### src/rtl/ucr_params.svh
// register offsets, field positions and reset values of the pin router
`ifndef UCR_PARAMS_SVH
`define UCR_PARAMS_SVH

`define UCR_ADDR_W 16
`define UCR_P4_DATA_OFS 16'hf220
`define UCR_P4_DIR_OFS 16'hf221
`define UCR_P4_CON0_OFS 16'hf222
`define UCR_P4_CON1_OFS 16'hf223
`define UCR_P4_MOD0_OFS 16'hf224
`define UCR_P4_MOD1_OFS 16'hf225
`define UCR_P5_DATA_OFS 16'hf228
`define UCR_P5_DIR_OFS 16'hf229
`define UCR_P5_CON0_OFS 16'hf22a
`define UCR_P5_CON1_OFS 16'hf22b
`define UCR_P5_MOD0_OFS 16'hf22c
`define UCR_P5_MOD1_OFS 16'hf22d
`define UCR_STATUS_OFS 16'hf230
`define UCR_TX_BIT 3
`define UCR_RX_BIT 2
`define UCR_P4_RESET 8'h00
`define UCR_P5_RESET 8'h00
`define UCR_P5_MASK 8'h0f
`define UCR_P5_DIR_RESET 8'h0f
`define UCR_P4_DIR_RESET 8'hff
`define UCR_ST_TX_ROUTED 0
`define UCR_ST_RX_ROUTED 1
`define UCR_ST_TX_DRIVE 2
`define UCR_ST_RX_LINE 3

`endif

### src/rtl/ucr_pkg.sv
// types shared by the pin router
package ucr_pkg;
  typedef enum logic [1:0] {
    UCR_FN_PORT,
    UCR_FN_SECOND,
    UCR_FN_THIRD,
    UCR_FN_FOURTH
  } ucr_func_t;

  typedef enum logic [1:0] {
    UCR_DRV_HIZ,
    UCR_DRV_OPEN_DRAIN_N,
    UCR_DRV_OPEN_DRAIN_P,
    UCR_DRV_CMOS
  } ucr_drive_t;
endpackage : ucr_pkg

### src/rtl/ucr_pin_route.sv
// serial channel 0 alternate pin routing with its port registers
//
// Our own choice: the plain strobed port.
`include "ucr_params.svh"

module ucr_pin_route #(
  parameter int ADDR_W = `UCR_ADDR_W
) (
  input wire logic sys_clk_i,
  input wire logic rst_i,
  input wire logic [ADDR_W-1:0] addr_i,
  input wire logic [7:0] wdata_i,
  input wire logic wr_i,
  input wire logic rd_i,
  output logic [7:0] rdata_o,
  input wire logic serial0_transmit_line_i,
  output logic serial0_receive_line_o,
  input wire logic tx_pin_i,
  output logic tx_pin_o,
  output logic tx_pin_oe_o,
  input wire logic rx_pin_i,
  output logic rx_pin_o,
  output logic rx_pin_oe_o
);
  localparam int TXB = `UCR_TX_BIT;
  localparam int RXB = `UCR_RX_BIT;

  logic [7:0] port4_output_data;
  logic [7:0] port4_direction;
  logic [7:0] port4_drive_config_low;
  logic [7:0] port4_drive_config_high;
  logic [7:0] port4_function_select_low;
  logic [7:0] port4_function_select_high;
  logic [7:0] port5_output_data;
  logic [7:0] port5_direction;
  logic [7:0] port5_drive_config_low;
  logic [7:0] port5_drive_config_high;
  logic [7:0] port5_function_select_low;
  logic [7:0] port5_function_select_high;
  logic tx_sel;
  logic rx_sel;
  logic tx_pad;
  logic tx_pad_oe;
  logic rx_pad_sync;
  logic rx_line;
  logic tx_pin_sync;
  logic [7:0] next_rdata;
  logic [7:0] status;

  function automatic logic hit(input logic [ADDR_W-1:0] a,
                               input logic [ADDR_W-1:0] ofs);
    hit = (a == ofs);
  endfunction : hit

  ////////////////////////////////////////////////////////////////////////
  // port 4 registers (full 8 bits)
  always_ff @(posedge sys_clk_i or posedge rst_i) begin
    if (rst_i) begin
      port4_output_data <= `UCR_P4_RESET;
      port4_direction <= `UCR_P4_DIR_RESET;
      port4_drive_config_low <= `UCR_P4_RESET;
      port4_drive_config_high <= `UCR_P4_RESET;
      port4_function_select_low <= `UCR_P4_RESET;
      port4_function_select_high <= `UCR_P4_RESET;
    end else if (wr_i) begin
      if (hit(addr_i, `UCR_P4_DATA_OFS)) port4_output_data <= wdata_i;
      if (hit(addr_i, `UCR_P4_DIR_OFS)) port4_direction <= wdata_i;
      if (hit(addr_i, `UCR_P4_CON0_OFS)) port4_drive_config_low <= wdata_i;
      if (hit(addr_i, `UCR_P4_CON1_OFS)) port4_drive_config_high <= wdata_i;
      if (hit(addr_i, `UCR_P4_MOD0_OFS)) begin
        port4_function_select_low <= wdata_i;
      end
      if (hit(addr_i, `UCR_P4_MOD1_OFS)) begin
        port4_function_select_high <= wdata_i;
      end
    end
  end

  ////////////////////////////////////////////////////////////////////////
  // port 5 registers: only bits 3..0 exist, upper bits read zero
  always_ff @(posedge sys_clk_i or posedge rst_i) begin
    if (rst_i) begin
      port5_output_data <= `UCR_P5_RESET;
      port5_direction <= `UCR_P5_DIR_RESET;
      port5_drive_config_low <= `UCR_P5_RESET;
      port5_drive_config_high <= `UCR_P5_RESET;
      port5_function_select_low <= `UCR_P5_RESET;
      port5_function_select_high <= `UCR_P5_RESET;
    end else if (wr_i) begin
      if (hit(addr_i, `UCR_P5_DATA_OFS)) begin
        port5_output_data <= wdata_i & `UCR_P5_MASK;
      end
      if (hit(addr_i, `UCR_P5_DIR_OFS)) begin
        port5_direction <= wdata_i & `UCR_P5_MASK;
      end
      if (hit(addr_i, `UCR_P5_CON0_OFS)) begin
        port5_drive_config_low <= wdata_i & `UCR_P5_MASK;
      end
      if (hit(addr_i, `UCR_P5_CON1_OFS)) begin
        port5_drive_config_high <= wdata_i & `UCR_P5_MASK;
      end
      if (hit(addr_i, `UCR_P5_MOD0_OFS)) begin
        port5_function_select_low <= wdata_i & `UCR_P5_MASK;
      end
      if (hit(addr_i, `UCR_P5_MOD1_OFS)) begin
        port5_function_select_high <= wdata_i & `UCR_P5_MASK;
      end
    end
  end

  ////////////////////////////////////////////////////////////////////////
  // transmit pin: fourth function carries the serial output
  // fourth function select
  // CMOS drive when drive 11, direction 0
  // port data bypassed on the alternate path
  ucr_pin_out u_tx_out (
    .sys_clk_i(sys_clk_i),
    .rst_i(rst_i),
    .mode_hi_i(port5_function_select_high[TXB]),
    .mode_lo_i(port5_function_select_low[TXB]),
    .drive_hi_i(port5_drive_config_high[TXB]),
    .drive_lo_i(port5_drive_config_low[TXB]),
    .direction_i(port5_direction[TXB]),
    .port_data_i(port5_output_data[TXB]),
    .alt_data_i(serial0_transmit_line_i),
    .pin_o(tx_pad),
    .pin_oe_o(tx_pad_oe),
    .alt_sel_o(tx_sel)
  );

  ////////////////////////////////////////////////////////////////////////
  // receive pin: mode 01 with direction set to input
  // receive routing on mode 01
  // direction must be input; drive bits unused
  ucr_pin_in u_rx_in (
    .sys_clk_i(sys_clk_i),
    .rst_i(rst_i),
    .pin_i(rx_pin_i),
    .mode_hi_i(port4_function_select_high[RXB]),
    .mode_lo_i(port4_function_select_low[RXB]),
    .direction_i(port4_direction[RXB]),
    .pin_sync_o(rx_pad_sync),
    .alt_line_o(rx_line),
    .alt_sel_o(rx_sel)
  );

  // the transmit pad is read back only for status
  ucr_pin_in u_tx_rb (
    .sys_clk_i(sys_clk_i),
    .rst_i(rst_i),
    .pin_i(tx_pin_i),
    .mode_hi_i(1'b0),
    .mode_lo_i(1'b0),
    .direction_i(1'b0),
    .pin_sync_o(tx_pin_sync),
    .alt_line_o(),
    .alt_sel_o()
  );

  ////////////////////////////////////////////////////////////////////////
  // pad outputs
  always_ff @(posedge sys_clk_i or posedge rst_i) begin
    if (rst_i) begin
      tx_pin_o <= 1'b1;
      tx_pin_oe_o <= 1'b0;
    end else begin
      tx_pin_o <= tx_pad;
      tx_pin_oe_o <= tx_pad_oe;
    end
  end

  // port data never reaches the pad while receiving
  always_ff @(posedge sys_clk_i or posedge rst_i) begin
    if (rst_i) begin
      rx_pin_o <= 1'b1;
      rx_pin_oe_o <= 1'b0;
    end else begin
      rx_pin_o <= rx_sel ? 1'b1 : port4_output_data[RXB];
      rx_pin_oe_o <= ~rx_sel & ~port4_direction[RXB] &
        port4_drive_config_high[RXB] & port4_drive_config_low[RXB];
    end
  end

  always_ff @(posedge sys_clk_i or posedge rst_i) begin
    if (rst_i) begin
      serial0_receive_line_o <= 1'b1;
    end else begin
      serial0_receive_line_o <= rx_line;
    end
  end

  ////////////////////////////////////////////////////////////////////////
  // read path: data one cycle after the strobe, zero otherwise
  always_comb begin
    status = 8'h00;
    status[`UCR_ST_TX_ROUTED] = tx_sel;
    status[`UCR_ST_RX_ROUTED] = rx_sel;
    status[`UCR_ST_TX_DRIVE] = tx_pin_sync;
    status[`UCR_ST_RX_LINE] = rx_pad_sync;
  end

  always_comb begin
    case (addr_i)
      `UCR_P4_DATA_OFS: next_rdata = port4_output_data;
      `UCR_P4_DIR_OFS: next_rdata = port4_direction;
      `UCR_P4_CON0_OFS: next_rdata = port4_drive_config_low;
      `UCR_P4_CON1_OFS: next_rdata = port4_drive_config_high;
      `UCR_P4_MOD0_OFS: next_rdata = port4_function_select_low;
      `UCR_P4_MOD1_OFS: next_rdata = port4_function_select_high;
      `UCR_P5_DATA_OFS: next_rdata = port5_output_data;
      `UCR_P5_DIR_OFS: next_rdata = port5_direction;
      `UCR_P5_CON0_OFS: next_rdata = port5_drive_config_low;
      `UCR_P5_CON1_OFS: next_rdata = port5_drive_config_high;
      `UCR_P5_MOD0_OFS: next_rdata = port5_function_select_low;
      `UCR_P5_MOD1_OFS: next_rdata = port5_function_select_high;
      `UCR_STATUS_OFS: next_rdata = status;
      default: next_rdata = 8'h00;
    endcase
  end

  always_ff @(posedge sys_clk_i or posedge rst_i) begin
    if (rst_i) begin
      rdata_o <= 8'h00;
    end else begin
      rdata_o <= rd_i ? next_rdata : 8'h00;
    end
  end
endmodule : ucr_pin_route

### src/rtl/ucr_pin_out.sv
// output stage of one port pin: function select and drive mode
module ucr_pin_out (
  input wire logic sys_clk_i,
  input wire logic rst_i,
  input wire logic mode_hi_i,
  input wire logic mode_lo_i,
  input wire logic drive_hi_i,
  input wire logic drive_lo_i,
  input wire logic direction_i,
  input wire logic port_data_i,
  input wire logic alt_data_i,
  output logic pin_o,
  output logic pin_oe_o,
  output logic alt_sel_o
);
  ucr_pkg::ucr_func_t func;
  ucr_pkg::ucr_drive_t drv;
  logic level;

  always_comb begin
    func = ucr_pkg::ucr_func_t'({mode_hi_i, mode_lo_i});
    drv = ucr_pkg::ucr_drive_t'({drive_hi_i, drive_lo_i});
  end

  // port data feeds the pin unless the fourth function is chosen
  always_comb begin
    case (func)
      ucr_pkg::UCR_FN_FOURTH: level = alt_data_i;
      default: level = port_data_i;
    endcase
  end

  always_ff @(posedge sys_clk_i or posedge rst_i) begin
    if (rst_i) begin
      pin_o <= 1'b1;
      pin_oe_o <= 1'b0;
      alt_sel_o <= 1'b0;
    end else begin
      alt_sel_o <= (func == ucr_pkg::UCR_FN_FOURTH);
      pin_o <= level;
      // direction 0 means output; open-drain drives only one level
      if (direction_i) begin
        pin_oe_o <= 1'b0;
      end else begin
        case (drv)
          ucr_pkg::UCR_DRV_CMOS: pin_oe_o <= 1'b1;
          ucr_pkg::UCR_DRV_OPEN_DRAIN_N: pin_oe_o <= ~level;
          ucr_pkg::UCR_DRV_OPEN_DRAIN_P: pin_oe_o <= level;
          default: pin_oe_o <= 1'b0;
        endcase
      end
    end
  end
endmodule : ucr_pin_out

### src/rtl/ucr_pin_in.sv
// input stage of one port pin: two-flop synchroniser and routing
module ucr_pin_in (
  input wire logic sys_clk_i,
  input wire logic rst_i,
  input wire logic pin_i,
  input wire logic mode_hi_i,
  input wire logic mode_lo_i,
  input wire logic direction_i,
  output logic pin_sync_o,
  output logic alt_line_o,
  output logic alt_sel_o
);
  logic meta;
  logic sel;

  always_comb begin
    sel = ~mode_hi_i & mode_lo_i & direction_i;
  end

  always_ff @(posedge sys_clk_i or posedge rst_i) begin
    if (rst_i) begin
      meta <= 1'b1;
      pin_sync_o <= 1'b1;
    end else begin
      meta <= pin_i;
      pin_sync_o <= meta;
    end
  end

  // idle high when not selected so the receiver sees no false start bit
  always_ff @(posedge sys_clk_i or posedge rst_i) begin
    if (rst_i) begin
      alt_line_o <= 1'b1;
      alt_sel_o <= 1'b0;
    end else begin
      alt_sel_o <= sel;
      alt_line_o <= sel ? pin_sync_o : 1'b1;
    end
  end
endmodule : ucr_pin_in

### config.mk
export PLATFORM = sky130hd
export DESIGN_NAME = ucr_pin_route
export DESIGN_NICKNAME = d
export VERILOG_FILES = /design/src/rtl/ucr_pkg.sv /design/src/rtl/ucr_pin_route.sv /design/src/rtl/ucr_pin_out.sv /design/src/rtl/ucr_pin_in.sv
export VERILOG_INCLUDE_DIRS = /design/src /design/src/rtl
export SDC_FILE = /design/constraint.sdc
export NUM_CORES = 1
export LEC_CHECK = 0
export BUFFER_PORTS_ARGS = -buffer_cell sky130_fd_sc_hd__buf_2
export CORE_AREA = 2 2 92 94
export CTS_CLUSTER_SIZE = 8
export DETAILED_ROUTE_END_ITERATION = 16
export DIE_AREA = 0 0 94 96
export GPL_ROUTABILITY_DRIVEN = 0
export PLACE_DENSITY_LB_ADDON = 0.3
export SLEW_MARGIN = 10
export SYNTH_ARGS = -nofsm -noshare
export SYNTH_HDL_FRONTEND = slang
export SYNTH_SLANG_ARGS = --single-unit
### constraint.sdc
create_clock -name sys_clk_i -period 2.8 [get_ports sys_clk_i]
set_clock_uncertainty 0.2 [all_clocks]
set_input_delay 0.28 -clock sys_clk_i [delete_from_list [all_inputs] [get_ports sys_clk_i]]
set_output_delay 0.28 -clock sys_clk_i [all_outputs]
set_load 0.02 [all_outputs]
Yosys cells after proc, flatten, opt, wreduce, memory -nomap -nowiden:

Index checks and enable logic that the tools add are counted.
W data, S select, Z words.

* equal/unequal tests: 17
* muxes and demuxes: 7
* bitwise operators: 9
* reduce and logical (&&, ||, !) cells: 12

Operator list (number)
* $eq A16 B16 Y1 const B: 13
* $pmux W8 S13: 1
* $reduce_and A2 Y1: 12
* $mux W8: 1
* $eq A2 B2 Y1 const B: 3
* $and A1 B1 Y1: 5
* $mux W1: 4
* $not A1 Y1: 4
* $pmux W1 S3: 1
* $eq A2 B1 Y1 const B: 1

* flip-flop bits (word level): 94
* input bits: 31
* output and inout bits: 13
* logic and storage cells: 72

Depth between registers and ports, before layout:

Gate-level depths: netlist of run 1.

* depth in word-level cells: 5
* depth in mapped cells: 7
* depth with buffers taken out: 5

Hierarchy:

From an unflattened synthesis of run 1, not the netlist that was laid out.

* cell total of the unflattened synthesis: 323
* area, all modules: 4336.7 µm²

By module, submodules not included
* ucr_pin_route: instances 1, cells an instance 299, area each 3956.3 µm²
* ucr_pin_in: instances 2, cells an instance 7, area each 127.6 µm²
* ucr_pin_out: instances 1, cells an instance 10, area each 125.1 µm²

Worst setup path after synthesis of run 1:

No wires, ideal clock.

* kind: input to register
* from: input addr_i[8]
* to: register port5_direction[0]
* library setup time: 0.082 ns
* arrival time: 2.022 ns
* required time: 2.518 ns
* path slack: 0.496 ns
* stages: 5
* path buffers: 1
* cells stage by stage: or4b_4 > or3_1 > buf_2 > or3_4 > mux2_4

* cells in the longest elaborated chain, start to end: 2

Ends and longest elaborated chain
* from (decl): line ucr_pin_route.sv:11 `input wire logic [ADDR_W-1:0] addr_i,`
* $eq A16 B16 Y1: line ucr_pin_route.sv:52 `hit = (a == ofs);`
* $reduce_and A2 Y1 (no line)
* to (signal assigned): line ucr_pin_route.sv:84 `` port5_direction <= `UCR_P5_DIR_RESET; ``
* to (signal assigned): line ucr_pin_route.sv:94 `` port5_direction <= wdata_i & `UCR_P5_MASK; ``
* to (decl): line ucr_pin_route.sv:35 `logic [7:0] port5_direction;`

Every way passes these cells.
A chain may end at the register's enable or synchronous reset.

Final worst setup path of run 1:

* from: input addr_i[4]
* to: register port5_drive_config_high[1]

* cells in the longest elaborated chain, start to end: 2

Ends and longest elaborated chain
* $eq A16 B16 Y1: line ucr_pin_route.sv:52
* $reduce_and A2 Y1 (no line)
* to (signal assigned): line ucr_pin_route.sv:86 `` port5_drive_config_high <= `UCR_P5_RESET; ``
* to (signal assigned): line ucr_pin_route.sv:100 `` port5_drive_config_high <= wdata_i & `UCR_P5_MASK; ``
* to (decl): line ucr_pin_route.sv:37 `logic [7:0] port5_drive_config_high;`

Every way passes these cells.

==> results.toml, run 1 <==
[floorplan]
die_w_um = 94
dieArea_sq_um = 9024
die_height_um = 96
coreArea_sq_um = 8051
pin_count = 44
start_util_pct = 51.58
rows = 33

[logic_synthesis]
yosys.area.top_type_share_pct = 43.99
synth_top_family_by_area = "multiplexers"
ys_seq_area_share_pct = 57.28
synth_top_cells_by_count = "73 x dfrtp_1, 73 x mux2_2, 21 x dfstp_2, 13 x clkbuf_1, 12 x nand2_1"
synth.area.top_cells = "dfrtp_1 44%, mux2_2 20%, dfstp_2 13%"
yosys.area_share.simple_pct = 9.069
syn_area_per_cell_sq_um = 13.40
async_flop_share_pct = 100.0
synth_ff_type = "dfrtp_1"
synth-compound-area-share_pct = 8.707
synth.cell_area_sq_um = 4153
synth_xor_area_share_pct = 0
synth-adder-area-share_pct = 0
ys_types = 45
yosysWarnings = 0
muxShareOfSynthArea_pct = 22.51
ys_seq_elements = 94
synth_fp_nets = 341
yosysTopAreaCell = "dfrtp_1"
synthCells = 310
synth-edff-count = 0

[timing]
hold_violations = 0
timing.final.ws_setup_ns = 0.5461
period_share_pct = 80.50
setup_viol = 0
period_minus_slack_ns = 2.254
tightest_slew_ns = 0.5486
fmax_ghz = 0.4437
finalSetupTns_ns = 0
finalMaxSlewViolations = 0
relSlewSlack_pct = 63.18
rsz0062_at_grt = "false"

[critical_path]
path_cells = "buf_2, or4b_1, or3_1, nor3_2, mux2_2"
path_buf_inv = 1
regToRegStartpoint = "port5_drive_config_high[3]$_DFFE_PP0P_"
start_kind = "input pin"
cpPeakStageDelay_ns = 0.59
arrival_ns = 2.30
cp-end-kind = "register"
cp_data_required_time_ns = 2.84
worstPathMaxFanout = 8
reg2regPathDepth = 5
critical-path-slowest-cell = "or4b_1"
rrSetupSlack_ns = 1.00
critPathKind = "input pin to register"
critPathTopFamily = "simple AND/OR/NAND/NOR gates"
r2r-end = "rdata_o[3]$_DFF_PP0_"

[grt]
grt_max_degree = 52
antenna_found_initial = 0
grt_pass1_vias = 2817
grt.total_usage_pct = 22.21
gr-total-overflow = 0
grt_pass1_wl_um = 15010

[cells_and_area]
areaGrowthSynthToFinish_pct = 15.00
finalNetCount = 396
diodes = 0
layout-drive-gt1-share_pct = 49.73
n_fill_cell = 659

[drt]
dr.pass1.iters = 4
vias_per_cell = 5.842
routed_wl_um = 9295
via_count = 2775
routedWlPerCell_um = 19.57
postRouteAntennaNets = 0
drtIter0Drc = 216
drc = 0

[power_and_ir_drop]
ir_drop_mv = 0.1887
power_mw = 2.279
powerDensity_nw_per_um2 = 477.3
leakage_nw = 2.273

[clock_network]
cts_setup_buffers = 0
hold_buffers = 4
cts_tree = "built"
cts_inserted_buffers = 9
cts-root-buf = "clkbuf_8"
cts.sinks = 94
clockBufferDepth = 2
cts-resized-gates = 0
clk_latency_ns = 0.36
cts_max_level = 3
clk_pin_slew_ns = 0.09

[placed_design]
place_hpwl_um = 6597
dp_slack_ns = 0.1982
io_buffers = 43

[worst_hold_path]
min_path_type = "input pin to register"
min-delay-start = "wdata_i[7]"
holdPathEnd = "port4_direction[7]$_DFFE_PP1P_"
holdPathStages = 2

[outcome]
status = "completed"

[job]
max_cap_viol_count = 0
-- sequential cells by signal (all words and copies together), names as in the netlist, 4 cells and up --
register                    flops
port4_function_select_low       8
port4_direction                 8
port4_function_select_high      8
port5_drive_config_low          4
port5_output_data               4
port5_direction                 4
port4_drive_config_high         8
port5_function_select_low       4
rdata_o                         8
port4_output_data               8
port5_function_select_high      4
port4_drive_config_low          8
port5_drive_config_high         4
-- worst reg2reg max path: cells and delay by family, from the launching register on --
family | cells | cell delay (ns)
flops | 1 | 0.40
mux | 1 | 0.29
compound gates | 4 | 0.77
-- layer usage --
layer | wire (um) | vias up | part of all wire [%] | GRT usage (%)
met4 | 195 | 0 | 2.1 | 7.609
met5 | 0 | - | 0 | 0
li1 | - | 1264 | - | -
met2 | 4365 | 79 | 47 | 34.46
met3 | 414 | 15 | 4.5 | 4.072
met1 | 4319 | 1417 | 46 | 31.70
-- logic make-up after synthesis --
kind of cell           after synthesis
AND/OR/NAND/NOR                     61
flip-flops                          94
buffers and inverters               25
AO/OA/AOI/OAI                       49
multiplexers                        81
-- through the flow --
step	hold slack [ns]	utilization [%]	cell area, sq um	cells
6_report	0.05447	59.32	4776	475
5_1_grt	0.04644	59.32	4776	475
4_1_cts	0.03982	59.32	4776	475
3_5_place_dp	0.09205	56.74	4568	455
3_3_place_gp	0.09009	56.74	4568	455
2_1_floorplan	0.08448	-	4156	310
-- report_power, final --
| group | total (mW) | internal, mW | switching (mW) |
|---|---|---|---|
| clock network | 0.795 | 0.324 | 0.472 |
| registers | 1.37 | 1.36 | 0.00159 |
| logic | 0.119 | 0.0372 | 0.0819 |
| total | 2.28 | 1.72 | 0.555 |
-- worst max path at each step --
stage | startpoint | to | slack (ns) | depth (start not counted)
2_1_floorplan | addr_i[8] | port5_direction[0]$_DFFE_PP1P_ | 0.50 | 5
3_3_place_gp | addr_i[4] | port5_drive_config_high[0]$_DFFE_PP0P_ | 0.27 | 5
3_5_place_dp | addr_i[4] | port5_drive_config_high[1]$_DFFE_PP0P_ | 0.20 | 5
5_1_grt | addr_i[4] | port5_drive_config_high[1]$_DFFE_PP0P_ | 0.51 | 5
4_1_cts | addr_i[4] | port5_drive_config_high[1]$_DFFE_PP0P_ | 0.55 | 5
6_report | addr_i[4] | port5_drive_config_high[1]$_DFFE_PP0P_ | 0.55 | 5
-- layout by cell type, fill, tap and decap left out, types with 3 or more instances in the layout --
| cell type | instances |
|---|---|
| nor3_2 | 3 |
| o21ai_0 | 5 |
| nand2_1 | 12 |
| a22oi_1 | 9 |
| clkinvlp_4 | 4 |
| clkbuf_8 | 9 |
| nand4_1 | 5 |
| a32oi_1 | 7 |
| mux2i_1 | 3 |
| mux2_2 | 73 |
| nor2_1 | 9 |
| a22o_1 | 3 |
| mux2_4 | 4 |
| buf_4 | 18 |
| buf_2 | 43 |
| nor2b_1 | 4 |
| nor3_1 | 4 |
| and3_1 | 7 |
| a221oi_1 | 5 |
| a21oi_1 | 8 |
| dfrtp_1 | 73 |
| a222oi_1 | 4 |
| dfstp_2 | 21 |
| dlygate4sd3_1 | 4 |
-- layout make-up --
class / count / area (sq um) / share of cell area (%)
multi-input combinational: 191 / 1673 / 35.03
clock inverter: 5 / 36.28 / 0.7598
sequential: 94 / 2379 / 49.80
tap: 105 / 131.4 / 2.751
clock buffer: 11 / 131.4 / 2.751
timing repair buffer: 66 / 410.4 / 8.593
inverter: 3 / 15.01 / 0.3144
(Power assumes the default switching activity.)
==> run 2: changes to the inputs <==
==> constraint.sdc (replaced) <==
create_clock -name sys_clk_i -period 1.85 [get_ports sys_clk_i]
set_clock_uncertainty 0.2 [all_clocks]
set_input_delay 0.185 -clock sys_clk_i [delete_from_list [all_inputs] [get_ports sys_clk_i]]
set_output_delay 0.185 -clock sys_clk_i [all_outputs]
set_load 0.02 [all_outputs]
==> run 2 against run 1 <==
Against the previous run:
- the run now ends with negative setup slack left
- critical path depth increased by 3
- global-route usage grew 1.7 points
- via count up 7.5%
- worst hold slack improved by 0.064 ns
- combinational power increased by 90%
- setup slack worse by 0.57 ns
- critical path type unchanged
- critical endpoint is now port4_direction[5]$_DFFE_PP1P_
- highest routed layer unchanged
==> results.toml, run 2 (same netlist as run 1, synthesis figures left out) <==
[floorplan]
coreArea_sq_um = 8051
die_height_um = 96
die_w_um = 94
dieArea_sq_um = 9024
start_util_pct = 51.58
rows = 33
pin_count = 44

[clock_network]
clk_latency_ns = 0.36
cts_inserted_buffers = 9
cts.sinks = 94
cts-root-buf = "clkbuf_8"
clk_pin_slew_ns = 0.09
cts_tree = "built"
cts_max_level = 3
clockBufferDepth = 2

[worst_hold_path]
holdPathStages = 2
min-delay-start = "wdata_i[3]"
min_path_type = "input pin to register"
holdPathEnd = "port4_direction[3]$_DFFE_PP1P_"

[power_and_ir_drop]
powerDensity_nw_per_um2 = 703.2
swShare_pct = 22.99
power_mw = 3.786
p_sw_mw = 0.8705
intPower_mw = 2.915
seqPwrFrac_pct = 54.6
leakage_nw = 2.517
ir_drop_mv = 0.3478
pwr-share-comb_pct = 6.0
power.share.clock_pct = 39.4

[critical_path]
cp-end-kind = "register"
rrSetupSlack_ns = 0.12
reg2regPathDepth = 5
start_kind = "input pin"
r2r-end = "rdata_o[3]$_DFF_PP0_"
worstPathMaxFanout = 8
critPathKind = "input pin to register"
arrival_ns = 1.97
regToRegStartpoint = "port5_drive_config_low[3]$_DFFE_PP0P_"
cp_data_required_time_ns = 1.94

[cells_and_area]
final_area_sq_um = 5384
final_common_cell = "dfrtp_1"
layout-drive-gt1-share_pct = 56.22
finalNetCount = 428
finalNonFillerCells = 507
mostFrequentLayoutCells = "73 x dfrtp_1, 43 x mux2_4, 41 x buf_2"
fin_util_pct = 66.87
areaGrowthSynthToFinish_pct = 29.65
diodes = 0

[timing]
finalMaxSlewViolations = 0
period_minus_slack_ns = 1.877
hold_violations = 0
fmax_ghz = 0.5329
setup_viol = 22
timing.final.ws_setup_ns = -0.02660
period_share_pct = 101.4
finalSetupTns_ns = -0.2938
relSlewSlack_pct = 65.60
tightest_slew_ns = 0.5146
rsz0062_at_grt = "true"

[placed_design]
place_hpwl_um = 6818
io_buffers = 43
placed_area_sq_um = 4820
dp.cells = 478

[drt]
drtIter0Drc = 233
postRouteAntennaNets = 0
vias_per_cell = 5.884
routed_wl_um = 10340
routedWlPerCell_um = 20.40
dr.pass1.iters = 4
drc = 0
via_count = 2983

[grt]
antenna_found_initial = 0
grt_pass1_vias = 3012
gr-total-overflow = 0
grt_max_degree = 95
grt.total_usage_pct = 23.90
grt_pass1_wl_um = 16060

[job]
max_cap_viol_count = 0

[outcome]
status = "finished with violations"
violations = "negative setup slack"
==> run 2: changes by cell type in the layout (fill, tap and decap cells not counted), moves of 2 or more <==
cell / delta
and3_1: -7
and3_2: +2
and3_4: +5
buf_12: +3
buf_2: -2
buf_4: +17
buf_6: +9
bufinv_16: +2
dlygate4sd3_1: +5
mux2_2: -39
mux2_4: +39
==> run 2: final cells by class <==
type | count | area, sq um
clock inverters | 5 | 83.83
flip-flops and latches | 94 | 2379
multi-input cells | 191 | 1904
well taps | 105 | 131.4
fillers | 567 | 2668
inverters | 3 | 15.01
repair buffers | 98 | 739.5
clock buffers | 11 | 131.4
==> run 2: worst max path at each step <==
| stage | from | to | slack, ns | cells after the start |
|---|---|---|---|---|
| after detailed placement | addr_i[4] | rdata_o[0]$_DFF_PP0_ | -0.52 | 7 |
| after global routing | addr_i[7] | port5_function_select_high[1]$_DFFE_PP0P_ | -0.06 | 9 |
| after floorplan | addr_i[4] | port5_direction[0]$_DFFE_PP1P_ | -0.32 | 5 |
| after CTS | addr_i[10] | port5_drive_config_low[1]$_DFFE_PP0P_ | -0.02 | 7 |
| final | addr_i[7] | port4_direction[5]$_DFFE_PP1P_ | -0.03 | 8 |
| after global placement | addr_i[4] | rdata_o[0]$_DFF_PP0_ | -0.52 | 7 |
==> run 2: critical path, stage by stage <==
cell	delay (ns)
buf_6	0.09
or4b_4	0.55
buf_6	0.13
nor3_2	0.09
buf_4	0.19
nand4_1	0.22
buf_6	0.23
mux2_2	0.27
==> run 2: stage by stage <==
step                      setup WS [ns]  hold WS (ns)
after floorplan                 -0.3188      -0.01052
after detailed placement        -0.5179       0.09271
after CTS                      -0.02389       0.09448
after global routing           -0.05783        0.1199
final                          -0.02660        0.1185
after global placement          -0.5238       0.09179
==> run 2: timing repair <==
action	in CTS	in global routing
hold buffers	9	0
gates cloned	0	0
pin swaps	5	1
setup endpoints to repair	60	63
resized for setup	19	39
endpoints found under the hold margin	108	0
buffers inserted	2	2
==> run 2: routing by layer <==
metal | routed length (um) | vias to the layer above | GRT usage (%)
li1 | - | 1329 | -
met1 | 4792 | 1518 | 34.41
met4 | 200 | 0 | 8.816
met2 | 4642 | 119 | 36.31
met5 | 0 | - | 0
met3 | 708 | 17 | 4.464
==> run 2: power groups by stage <==
stage	Sequential (mW)	Clock [mW]	Combinational [mW]
after global placement	2.11	0	0.197
after detailed placement	2.10	0	0.201
after CTS	2.07	1.50	0.222
after floorplan	2.10	0	0.0921
after global routing	2.07	1.59	0.249
final	2.07	1.49	0.226
